### config.mk
export PLATFORM = sky130hd
export DESIGN_NAME = hhs_homing
export DESIGN_NICKNAME = d
export VERILOG_FILES = /design/src/hdl/hhs_pkg.sv /design/src/hdl/hhs_sw_if.sv /design/src/hdl/hhs_sw_sync.sv /design/src/hdl/hhs_homing.sv
export SDC_FILE = /design/constraint.sdc
export NUM_CORES = 1
export LEC_CHECK = 0
export BUFFER_PORTS_ARGS = -buffer_cell sky130_fd_sc_hd__clkbuf_2
export CORE_MARGIN = 8
export CORE_UTILIZATION = 57
export CTS_CLUSTER_DIAMETER = 80
export DETAILED_ROUTE_END_ITERATION = 7
export PLACE_DENSITY_LB_ADDON = 0.25
export SKIP_CTS_REPAIR_TIMING = 1
export SYNTH_ARGS = -nofsm -noshare
export SYNTH_HDL_FRONTEND = slang
export SYNTH_SLANG_ARGS = --single-unit
### constraint.sdc
create_clock -name clk_sys -period 4.51 [get_ports clk_sys]
set_input_delay 0.6765 -clock clk_sys [delete_from_list [all_inputs] [get_ports clk_sys]]
set_output_delay 0.6765 -clock clk_sys [all_outputs]
set_load 0.03 [all_outputs]
### src/hdl/hhs_pkg.sv
// Package with the homing sequencer's modes, segment table entries and reset values.
package hhs_pkg;

  typedef logic [5:0] hhs_mode_t;

  localparam hhs_mode_t HHS_MODE_21 = 6'h15;
  localparam hhs_mode_t HHS_MODE_22 = 6'h16;
  localparam hhs_mode_t HHS_MODE_23 = 6'h17;
  localparam hhs_mode_t HHS_MODE_24 = 6'h18;
  localparam hhs_mode_t HHS_MODE_25 = 6'h19;
  localparam hhs_mode_t HHS_MODE_26 = 6'h1a;

  localparam int HHS_POS_W = 32;
  localparam int HHS_IDX_W = 3;
  localparam int HHS_PIN_N = 3;
  localparam int HHS_PIN_HOME = 0;
  localparam int HHS_PIN_PLIM = 1;
  localparam int HHS_PIN_NLIM = 2;
  localparam logic [HHS_IDX_W-1:0] HHS_IDX_FIRST = 3'h0;
  localparam logic [HHS_IDX_W-1:0] HHS_IDX_AFTER_TURN = 3'h1;
  localparam logic [HHS_IDX_W-1:0] HHS_IDX_STEP = 3'h1;

  // Reset values of the command outputs and of the done, alarm and home position status outputs.
  localparam logic HHS_RST_RUN = 1'b0;
  localparam logic HHS_RST_FWD = 1'b0;
  localparam logic HHS_RST_FAST = 1'b0;
  localparam logic HHS_RST_DECEL = 1'b0;
  localparam logic HHS_RST_ALARM = 1'b0;
  localparam logic HHS_RST_DONE = 1'b0;
  localparam logic [HHS_POS_W-1:0] HHS_RST_POS = 32'h0000_0000;

  // Where the axis stands against the home switch when a search starts.
  typedef enum logic [1:0] {HHS_CS_ON, HHS_CS_OFF_FWD, HHS_CS_OFF_REV} hhs_case_t;

  // How a segment ends once its switch edge is seen.
  typedef enum logic [1:0] {HHS_EK_STOP, HHS_EK_SLOW, HHS_EK_HOME} hhs_end_t;

  // What follows the end of a deceleration.
  typedef enum logic [1:0] {HHS_AF_SEG, HHS_AF_HOME, HHS_AF_ALARM} hhs_after_t;

  typedef enum logic [1:0] {HHS_S_IDLE, HHS_S_MOVE, HHS_S_DECEL} hhs_state_t;

  // One segment of travel: direction, speed, the switch edge that ends it.
  typedef struct packed {
    logic fwd;
    logic fast;
    logic rise;
    logic wait_pl;
    hhs_end_t end_kind;
  } hhs_seg_t;

  localparam hhs_seg_t HHS_SG_FH_PL = '{1'b1, 1'b1, 1'b0, 1'b1, HHS_EK_STOP};
  localparam hhs_seg_t HHS_SG_RH_ON_STOP = '{1'b0, 1'b1, 1'b1, 1'b0, HHS_EK_STOP};
  localparam hhs_seg_t HHS_SG_RH_ON_SLOW = '{1'b0, 1'b1, 1'b1, 1'b0, HHS_EK_SLOW};
  localparam hhs_seg_t HHS_SG_FH_ON_STOP = '{1'b1, 1'b1, 1'b1, 1'b0, HHS_EK_STOP};
  localparam hhs_seg_t HHS_SG_FH_ON_SLOW = '{1'b1, 1'b1, 1'b1, 1'b0, HHS_EK_SLOW};
  localparam hhs_seg_t HHS_SG_FL_OFF_HOME = '{1'b1, 1'b0, 1'b0, 1'b0, HHS_EK_HOME};
  localparam hhs_seg_t HHS_SG_FL_OFF_STOP = '{1'b1, 1'b0, 1'b0, 1'b0, HHS_EK_STOP};
  localparam hhs_seg_t HHS_SG_FL_ON_STOP = '{1'b1, 1'b0, 1'b1, 1'b0, HHS_EK_STOP};
  localparam hhs_seg_t HHS_SG_FL_ON_HOME = '{1'b1, 1'b0, 1'b1, 1'b0, HHS_EK_HOME};
  localparam hhs_seg_t HHS_SG_RL_OFF_HOME = '{1'b0, 1'b0, 1'b0, 1'b0, HHS_EK_HOME};
  localparam hhs_seg_t HHS_SG_RL_OFF_STOP = '{1'b0, 1'b0, 1'b0, 1'b0, HHS_EK_STOP};
  localparam hhs_seg_t HHS_SG_RL_ON_HOME = '{1'b0, 1'b0, 1'b1, 1'b0, HHS_EK_HOME};
  localparam hhs_seg_t HHS_SG_RL_ON_STOP = '{1'b0, 1'b0, 1'b1, 1'b0, HHS_EK_STOP};

endpackage : hhs_pkg

### src/hdl/hhs_sw_if.sv
// Interface carrying the synchronised switch levels and edges between the sequencer's modules.
interface hhs_sw_if;
  logic home;
  logic plim;
  logic nlim;
  logic home_rise;
  logic home_fall;
  logic plim_rise;

  modport src (output home, plim, nlim, home_rise, home_fall, plim_rise);
  modport dst (input home, plim, nlim, home_rise, home_fall, plim_rise);
endinterface : hhs_sw_if

### src/hdl/hhs_sw_sync.sv
// Two-stage synchronisers for the home and limit switch pins, edge detection for home and positive limit.
module hhs_sw_sync
  import hhs_pkg::*;
(
  // Clock and reset.
  input wire logic clk_sys,
  input wire logic resetn,
  // Raw switch pins.
  input wire logic [hhs_pkg::HHS_PIN_N-1:0] pins,
  // Synchronised levels and edges.
  hhs_sw_if.src sw
);

  logic [HHS_PIN_N-1:0] meta_r;
  logic [HHS_PIN_N-1:0] sync_r;
  logic [HHS_PIN_N-1:0] prev_r;

  // Edges compare the second stage with its delayed copy, never the first stage.
  for (genvar i = 0; i < HHS_PIN_N; i++) begin : g_pin
    always_ff @(posedge clk_sys or negedge resetn) begin
      if (!resetn) begin
        meta_r[i] <= 1'b0;
        sync_r[i] <= 1'b0;
        prev_r[i] <= 1'b0;
      end else begin
        meta_r[i] <= pins[i];
        sync_r[i] <= meta_r[i];
        prev_r[i] <= sync_r[i];
      end
    end
  end

  assign sw.home = sync_r[HHS_PIN_HOME];
  assign sw.plim = sync_r[HHS_PIN_PLIM];
  assign sw.nlim = sync_r[HHS_PIN_NLIM];
  assign sw.home_rise = sync_r[HHS_PIN_HOME] & ~prev_r[HHS_PIN_HOME];
  assign sw.home_fall = ~sync_r[HHS_PIN_HOME] & prev_r[HHS_PIN_HOME];
  assign sw.plim_rise = sync_r[HHS_PIN_PLIM] & ~prev_r[HHS_PIN_PLIM];

endmodule : hhs_sw_sync

### src/hdl/hhs_homing.sv
// Home-switch homing sequencer for search modes 21 to 26.
// Behaviour
// - Mode 21 off: reverse fast, forward slow, home.
// - Mode 21 on: forward slow, home on off.
// - Modes 21, 22: any limit aborts with alarm.
// - Mode 22 off: reverse fast, creep back, reverse.
// - Modes 22, 25 on: forward slow, reverse slow.
// - Modes 23-25 forward side: forward fast, limit reverses.
// - First positive limit forward reverses the direction.
// - Negative or second positive limit aborts with alarm.
// - Mode 23 turned: slow, back, reverse, home.
// - Overshoot past a narrow active region tolerated.
// - Mode 23 reverse side: forward fast, reverse slow.
// - Mode 23 on: reverse slow, home on off.
// - Mode 24 turned: slow, stop, forward slow.
// - Mode 24 reverse side: forward, creep back, forward.
// - Mode 24 on: reverse slow, forward slow.
// - Mode 25 turned: stop, creep back, reverse.
// - Mode 25 reverse side: fast, slow, reverse.
// - Mode 26: home on off, reverse at limit.
module hhs_homing
  import hhs_pkg::*;
#(
  parameter int POS_W = hhs_pkg::HHS_POS_W
) (
  // Clock and reset.
  input wire logic clk_sys,
  input wire logic resetn,
  // Switch pins, asynchronous to clk_sys.
  input wire logic home_switch,
  input wire logic positive_limit,
  input wire logic negative_limit,
  // Search control from the drive logic.
  input wire logic home_start,
  input wire hhs_pkg::hhs_mode_t home_mode,
  input wire logic start_fwd_side,
  input wire logic alarm_clear,
  // Motion feedback from the drive logic.
  input wire logic motor_stopped,
  input wire logic [POS_W-1:0] position,
  // Motion commands.
  output logic motor_run_r,
  output logic motor_fwd_r,
  output logic speed_high_r,
  output logic decel_stop_r,
  // Search status.
  output logic busy_r,
  output logic done_r,
  output logic alarm_r,
  output logic home_capture_r,
  output logic [POS_W-1:0] home_pos_r
);

  hhs_sw_if sw ();

  hhs_sw_sync u_sync (
    .clk_sys(clk_sys),
    .resetn(resetn),
    .pins({negative_limit, positive_limit, home_switch}),
    .sw(sw)
  );

  // Segment table: one entry per mode, start case and step.
  function automatic hhs_seg_t seg_lookup(hhs_mode_t m, hhs_case_t cs, logic [HHS_IDX_W-1:0] i);
    hhs_seg_t s;
    s = HHS_SG_RL_OFF_HOME;
    case (m)
      HHS_MODE_21: begin
        if (cs == HHS_CS_ON) begin
          s = HHS_SG_FL_OFF_HOME;
        end else begin
          s = (i == 3'h0) ? HHS_SG_RH_ON_STOP : HHS_SG_FL_OFF_HOME;
        end
      end
      HHS_MODE_22: begin
        if (cs == HHS_CS_ON) begin
          s = (i == 3'h0) ? HHS_SG_FL_OFF_STOP : HHS_SG_RL_ON_HOME;
        end else begin
          case (i)
            3'h0: s = HHS_SG_RH_ON_STOP;
            3'h1: s = HHS_SG_FL_OFF_STOP;
            default: s = HHS_SG_RL_ON_HOME;
          endcase
        end
      end
      HHS_MODE_23: begin
        case (cs)
          HHS_CS_ON: s = HHS_SG_RL_OFF_HOME;
          HHS_CS_OFF_REV: s = (i == 3'h0) ? HHS_SG_FH_ON_STOP : HHS_SG_RL_OFF_HOME;
          default: begin
            case (i)
              3'h0: s = HHS_SG_FH_PL;
              3'h1: s = HHS_SG_RH_ON_SLOW;
              3'h2: s = HHS_SG_RL_OFF_STOP;
              3'h3: s = HHS_SG_FL_ON_STOP;
              default: s = HHS_SG_RL_OFF_HOME;
            endcase
          end
        endcase
      end
      HHS_MODE_24: begin
        case (cs)
          HHS_CS_ON: s = (i == 3'h0) ? HHS_SG_RL_OFF_STOP : HHS_SG_FL_ON_HOME;
          HHS_CS_OFF_REV: begin
            case (i)
              3'h0: s = HHS_SG_FH_ON_STOP;
              3'h1: s = HHS_SG_RL_OFF_STOP;
              default: s = HHS_SG_FL_ON_HOME;
            endcase
          end
          default: begin
            case (i)
              3'h0: s = HHS_SG_FH_PL;
              3'h1: s = HHS_SG_RH_ON_SLOW;
              3'h2: s = HHS_SG_RL_OFF_STOP;
              default: s = HHS_SG_FL_ON_HOME;
            endcase
          end
        endcase
      end
      HHS_MODE_25: begin
        case (cs)
          HHS_CS_ON: s = (i == 3'h0) ? HHS_SG_FL_OFF_STOP : HHS_SG_RL_ON_HOME;
          HHS_CS_OFF_REV: begin
            case (i)
              3'h0: s = HHS_SG_FH_ON_SLOW;
              3'h1: s = HHS_SG_FL_OFF_STOP;
              default: s = HHS_SG_RL_ON_HOME;
            endcase
          end
          default: begin
            case (i)
              3'h0: s = HHS_SG_FH_PL;
              3'h1: s = HHS_SG_RH_ON_STOP;
              3'h2: s = HHS_SG_FL_OFF_STOP;
              default: s = HHS_SG_RL_ON_HOME;
            endcase
          end
        endcase
      end
      default: begin
        case (cs)
          HHS_CS_ON: s = HHS_SG_FL_OFF_HOME;
          HHS_CS_OFF_REV: begin
            case (i)
              3'h0: s = HHS_SG_FH_ON_SLOW;
              3'h1: s = HHS_SG_FL_OFF_STOP;
              3'h2: s = HHS_SG_RL_ON_STOP;
              default: s = HHS_SG_FL_OFF_HOME;
            endcase
          end
          default: begin
            case (i)
              3'h0: s = HHS_SG_FH_PL;
              3'h1: s = HHS_SG_RH_ON_STOP;
              default: s = HHS_SG_FL_OFF_HOME;
            endcase
          end
        endcase
      end
    endcase
    return s;
  endfunction : seg_lookup

  hhs_state_t st_r, st_nxt;
  hhs_after_t after_r, after_nxt;
  hhs_case_t cs_r, cs_nxt;
  hhs_mode_t mode_r, mode_nxt;
  logic [HHS_IDX_W-1:0] idx_r, idx_nxt;
  logic pl_seen_r, pl_seen_nxt;
  logic motor_run_nxt;
  logic motor_fwd_nxt;
  logic speed_high_nxt;
  logic decel_stop_nxt;
  logic done_nxt;
  logic alarm_nxt;
  logic home_capture_nxt;
  logic [POS_W-1:0] home_pos_nxt;

  // Decoding of the mode, the start case and the live events.
  wire hhs_seg_t seg = seg_lookup(mode_r, cs_r, idx_r);
  wire mode_in_lim = (home_mode == HHS_MODE_21) || (home_mode == HHS_MODE_22);
  wire mode_in_turn = (home_mode >= HHS_MODE_23) && (home_mode <= HHS_MODE_26);
  wire mode_in_ok = mode_in_lim || mode_in_turn;
  wire is_lim_mode = (mode_r == HHS_MODE_21) || (mode_r == HHS_MODE_22);
  wire is_turn_mode = !is_lim_mode;
  wire hhs_case_t start_case = sw.home ? HHS_CS_ON :
                               (start_fwd_side && mode_in_turn) ? HHS_CS_OFF_FWD :
                               HHS_CS_OFF_REV;
  wire start_ok = (st_r == HHS_S_IDLE) && home_start && mode_in_ok && !alarm_r;
  wire searching = (st_r != HHS_S_IDLE) && (after_r != HHS_AF_ALARM);
  // Narrow active region: an edge is only taken on a real transition, so an
  // overshoot across the switch simply shows up as a later edge of the wanted kind.
  wire seg_hit = !seg.wait_pl && (seg.rise ? sw.home_rise : sw.home_fall);
  wire lim_any = sw.plim || sw.nlim;
  wire pl_first = (st_r == HHS_S_MOVE) && is_turn_mode && seg.fwd && sw.plim && !pl_seen_r;
  wire pl_second = pl_seen_r && sw.plim_rise;
  wire abort_lim = searching && is_lim_mode && lim_any;
  wire abort_turn = searching && is_turn_mode && (sw.nlim || pl_second);
  wire abort_now = abort_lim || abort_turn;
  wire [HHS_IDX_W-1:0] idx_inc = idx_r + HHS_IDX_STEP;

  always_comb begin
    st_nxt = st_r;
    after_nxt = after_r;
    cs_nxt = cs_r;
    mode_nxt = mode_r;
    idx_nxt = idx_r;
    pl_seen_nxt = pl_seen_r;
    motor_run_nxt = motor_run_r;
    motor_fwd_nxt = motor_fwd_r;
    speed_high_nxt = speed_high_r;
    decel_stop_nxt = decel_stop_r;
    done_nxt = done_r;
    alarm_nxt = alarm_r;
    home_capture_nxt = 1'b0;
    home_pos_nxt = home_pos_r;
    case (st_r)
      HHS_S_IDLE: begin
        motor_run_nxt = 1'b0;
        speed_high_nxt = 1'b0;
        decel_stop_nxt = 1'b0;
        if (alarm_clear) begin
          alarm_nxt = 1'b0;
        end
        if (start_ok) begin
          mode_nxt = home_mode;
          cs_nxt = start_case;
          idx_nxt = HHS_IDX_FIRST;
          pl_seen_nxt = 1'b0;
          done_nxt = 1'b0;
          after_nxt = HHS_AF_SEG;
          st_nxt = HHS_S_MOVE;
        end
      end
      HHS_S_MOVE: begin
        motor_run_nxt = 1'b1;
        motor_fwd_nxt = seg.fwd;
        speed_high_nxt = seg.fast;
        decel_stop_nxt = 1'b0;
        if (abort_now) begin
          alarm_nxt = 1'b1;
          after_nxt = HHS_AF_ALARM;
          st_nxt = HHS_S_DECEL;
        end else if (pl_first) begin
          // Stop, then take up the forward-side sequence at its reverse fast leg.
          pl_seen_nxt = 1'b1;
          cs_nxt = HHS_CS_OFF_FWD;
          idx_nxt = HHS_IDX_AFTER_TURN;
          after_nxt = HHS_AF_SEG;
          st_nxt = HHS_S_DECEL;
        end else if (seg_hit) begin
          case (seg.end_kind)
            HHS_EK_SLOW: begin
              idx_nxt = idx_inc;
              speed_high_nxt = 1'b0;
            end
            HHS_EK_STOP: begin
              idx_nxt = idx_inc;
              after_nxt = HHS_AF_SEG;
              st_nxt = HHS_S_DECEL;
            end
            default: begin
              after_nxt = HHS_AF_HOME;
              st_nxt = HHS_S_DECEL;
            end
          endcase
        end
      end
      HHS_S_DECEL: begin
        motor_run_nxt = 1'b0;
        speed_high_nxt = 1'b0;
        decel_stop_nxt = 1'b1;
        if (abort_now) begin
          alarm_nxt = 1'b1;
          after_nxt = HHS_AF_ALARM;
        end
        // An abort that arrives at standstill still ends the search in this cycle.
        if (motor_stopped) begin
          decel_stop_nxt = 1'b0;
          case (after_nxt)
            HHS_AF_SEG: begin
              st_nxt = HHS_S_MOVE;
            end
            HHS_AF_HOME: begin
              home_pos_nxt = position;
              home_capture_nxt = 1'b1;
              done_nxt = 1'b1;
              st_nxt = HHS_S_IDLE;
            end
            default: begin
              st_nxt = HHS_S_IDLE;
            end
          endcase
        end
      end
      default: begin
        st_nxt = HHS_S_IDLE;
      end
    endcase
  end

  always_ff @(posedge clk_sys or negedge resetn) begin
    if (!resetn) begin
      st_r <= HHS_S_IDLE;
      after_r <= HHS_AF_SEG;
      cs_r <= HHS_CS_ON;
      mode_r <= HHS_MODE_21;
      idx_r <= HHS_IDX_FIRST;
      pl_seen_r <= 1'b0;
    end else begin
      st_r <= st_nxt;
      after_r <= after_nxt;
      cs_r <= cs_nxt;
      mode_r <= mode_nxt;
      idx_r <= idx_nxt;
      pl_seen_r <= pl_seen_nxt;
    end
  end

  always_ff @(posedge clk_sys or negedge resetn) begin
    if (!resetn) begin
      motor_run_r <= HHS_RST_RUN;
      motor_fwd_r <= HHS_RST_FWD;
      speed_high_r <= HHS_RST_FAST;
      decel_stop_r <= HHS_RST_DECEL;
      busy_r <= 1'b0;
      done_r <= HHS_RST_DONE;
      alarm_r <= HHS_RST_ALARM;
      home_capture_r <= 1'b0;
      home_pos_r <= HHS_RST_POS[POS_W-1:0];
    end else begin
      motor_run_r <= motor_run_nxt;
      motor_fwd_r <= motor_fwd_nxt;
      speed_high_r <= speed_high_nxt;
      decel_stop_r <= decel_stop_nxt;
      busy_r <= (st_nxt != HHS_S_IDLE);
      done_r <= done_nxt;
      alarm_r <= alarm_nxt;
      home_capture_r <= home_capture_nxt;
      home_pos_r <= home_pos_nxt;
    end
  end

endmodule : hhs_homing

==> metrics.txt <==
run status finished clean; Final Hold Violating Endpoints 0; clock-pin slew on the worst setup and hold paths 0.08 ns; Critical path origin idx_r[1]; TritonCTS clock tree done; antenna violations before repair 0; count of boundary I/O pins 87; TritonCTS sink count 64; Max rail drop VDD 523 uV; Warnings, synthesis 0; area of the multi-input gates 1640 um2; launching element type of the critical path register; Skew-Pair Late Insertion Delay 0.33 ns; detailed-route via count 2976; largest net degree at the start of global routing 42; standard cell core area 5850 um2; setup repair after global routing missed its margin false; die height 93.3 um; count of nets left with antenna violations after detail routing 0; Yosys cell types 70; worst slew margin relative to its limit 37.1%; met1 Use GR 25.2%; area overhead of the layout relative to synthesis 18.9%; power density normalized to cell area 715 nW/um2; shortest clock period the worst path allows after layout 3.16 ns; Post-Syn Area per Cell 9.05 um2; drt initial violations 152; EDFF count, synth 0; max-capacitance violation count 0; Max H-tree Level 3; fraction of final layout cells with drive strength greater than 1 27.7%; setup slack on the worst flop-to-flop path 1.35 ns; prevailing post-synth register cell sky130_fd_sc_hd__dfrtp_1; cell area after synthesis 3400 um2; met3 layer usage reported by global route 7.93%; highest clock rate 316 MHz; Synth area leaders sky130_fd_sc_hd__dfrtp_1, sky130_fd_sc_hd__nand2_1, sky130_fd_sc_hd__ha_1; TritonRoute pass-1 iters 6; actual slew at the worst max-slew pin 0.943 ns; wire length after detailed routing 8.26 mm; wire length of the first global-routing pass 14.2 mm; area used by sequential logic in the layout 1610 um2; number of pins with negative max-slew slack in the final report 0; die area 8700 um2; commonest cells in the netlist sky130_fd_sc_hd__nand2_1, sky130_fd_sc_hd__dfrtp_1, sky130_fd_sc_hd__nor2_1; vias in the first global route 3029; Crit Reg-Reg Startpoint idx_r[1]; Util after Layout 69.1%; post-DR vias/cell 5.57; final weighted congestion in routability-driven placement 0.884; class of the tightest hold or removal check primary input to asynchronous set/reset pin; post-detailed-route DRC marker count 0; Fin Setup TNS 0 ns; Num CTS Buffers 9; number of register bits inferred by synthesis 64; detailed-route wire length per cell 15.5 um; Fin Clk Skew 0.0135 ns; proportion of synthesized chip area in sequential cells 47.2%; total grt overflow 0; HPWL Detailed 6.09 mm; Yosys top cell by area sky130_fd_sc_hd__dfrtp_1; worst endpoint required time 4.73 ns; largest fanout of any net on the critical path 14; global-route usage over all layers 20.3%; post-synthesis net count 432; number of cells traversed by the worst register-to-register path 10; number of rows created at floorplan 28; Inserted Diodes 0; starting utilization of the core area 58.2%; share of async-settable or async-resettable flops after synthesis 100%; number of endpoints failing setup at the final stage 0; leakage power summed over all cells 0.00205 uW; Crit path arrival time 3.38 ns; width of the die 93.3 um; endpoint of the lowest-slack register-to-register path after_r[1]; number of input and output port buffers inserted 86; root cell of the clock tree sky130_fd_sc_hd__clkbuf_8; fillcell total 470; leading cell type by number of instances after synthesis sky130_fd_sc_hd__nand2_1; CTS Buffer Depth 2; GRT Max-Usage Layer met2; number of nets in the final layout 510; share of the clock period used by the worst path after layout 70.1%; Cells after Synth 376; Yosys top cell area share 44.9%; type of the worst setup path register to register; met2 track demand over resource in global routing 31.6%; CP Capture Type register
[power breakdown]
part           internal (uW)  leakage [uW]  switching [uW]
Combinational            503       0.00113             906
Sequential               788      0.000822             189
Clock                    286     0.0000948             223
Total                   1580       0.00205            1320
[layer usage]
| metal | part of all wire, % | wire length, um |
|---|---|---|
| met1 | 41 | 3370 |
| met2 | 49 | 4010 |
| met3 | 9.4 | 777 |
| met4 | 1.3 | 106 |
| met5 | 0 | 0 |
[cells by family (layout without fill, tap and decap cells)]
logic type	Yosys count	in the layout	share of synthesized area, %
and+or+nand+nor	194	194	27.6
AOI/OAI and AO/OA	63	63	13.6
buffers and inverters	34	117	4.52
xor gates and xnor gates	1	1	0.257
muxes	11	11	3.57
DFF	64	64	47.2
adders and majority gates	9	9	3.31
[sequential cells by signal (all words and copies together) (netlist names)]
name / count
busy_r: 1
done_r: 1
u_sync.meta_r: 3
motor_run_r: 1
u_sync.sw.plim: 1
u_sync.prev_r: 2
mode_r: 6
alarm_r: 1
after_r: 2
pl_seen_r: 1
st_r: 2
decel_stop_r: 1
cs_r: 2
motor_fwd_r: 1
idx_r: 3
u_sync.sw.home: 1
u_sync.sw.nlim: 1
home_pos_r: 32
speed_high_r: 1
home_capture_r: 1
[layout by cell type (no fill, tap or decap), drive strengths merged, types with 2 or more instances in the layout]
| cell type | count |
|---|---|
| a21oi | 12 |
| or2 | 7 |
| nand3 | 7 |
| dfrtp | 61 |
| nand2 | 117 |
| nor3b | 3 |
| o22a | 2 |
| a211oi | 2 |
| nor2 | 17 |
| mux2i | 5 |
| buf | 2 |
| nand2b | 8 |
| dfstp | 3 |
| o211ai | 3 |
| mux2 | 6 |
| or3b | 2 |
| o31ai | 2 |
| o21ai | 14 |
| clkbuf | 98 |
| o22ai | 4 |
| nor3 | 3 |
| a31oi | 5 |
| o2111a | 2 |
| and2 | 2 |
| ha | 9 |
| a21o | 2 |
| nor4 | 3 |
| and3 | 3 |
| nand4 | 7 |
| nor2b | 6 |
| and2b | 2 |
| nand3b | 3 |
| clkinvlp | 3 |
| inv | 13 |
[worst max path at each step]
| stage | to | slack [ns] | cells past startpoint |
|---|---|---|---|
| 2_1_floorplan | after_r[1] | 1.81 | 10 |
| 3_3_place_gp | after_r[1] | 1.46 | 10 |
| 3_5_place_dp | after_r[1] | 1.38 | 10 |
| 4_1_cts | after_r[1] | 1.37 | 10 |
| 5_1_grt | after_r[1] | 1.16 | 10 |
| 6_report | after_r[1] | 1.35 | 10 |
[critical path: stages (launching register included)]
cell,delay (ns)
sky130_fd_sc_hd__dfrtp_1,0.51
sky130_fd_sc_hd__inv_1,0.18
sky130_fd_sc_hd__ha_1,0.46
sky130_fd_sc_hd__or2_2,0.21
sky130_fd_sc_hd__or3b_1,0.34
sky130_fd_sc_hd__a31oi_1,0.22
sky130_fd_sc_hd__and3_1,0.23
sky130_fd_sc_hd__o211ai_2,0.12
sky130_fd_sc_hd__o2111a_2,0.31
sky130_fd_sc_hd__nor3_4,0.15
sky130_fd_sc_hd__mux2_4,0.31
[area by class of cell]
| cell class | count | share of cell area (%) |
|---|---|---|
| clock buffers | 12 | 3.84 |
| multi-input cells | 278 | 40.6 |
| clock inverters | 4 | 1.30 |
| flip-flops and latches | 64 | 39.7 |
| repair buffers | 88 | 11.0 |
| inverters | 13 | 1.21 |
| well taps | 75 | 2.32 |
[stage by stage]
stage	instance area, um2	setup WS (ns)	total power [uW]	hold WS [ns]	std cells
after floorplan	3400	1.81	2030	0.331	376
after CTS	4050	1.37	2910	0.331	534
final	4050	1.35	2890	0.327	534
after global placement	3840	1.46	2350	0.332	518
after detailed placement	3840	1.38	2380	0.337	518
after global routing	4050	1.16	3090	0.369	534
Note: power is estimated with default switching activity, not from simulation.
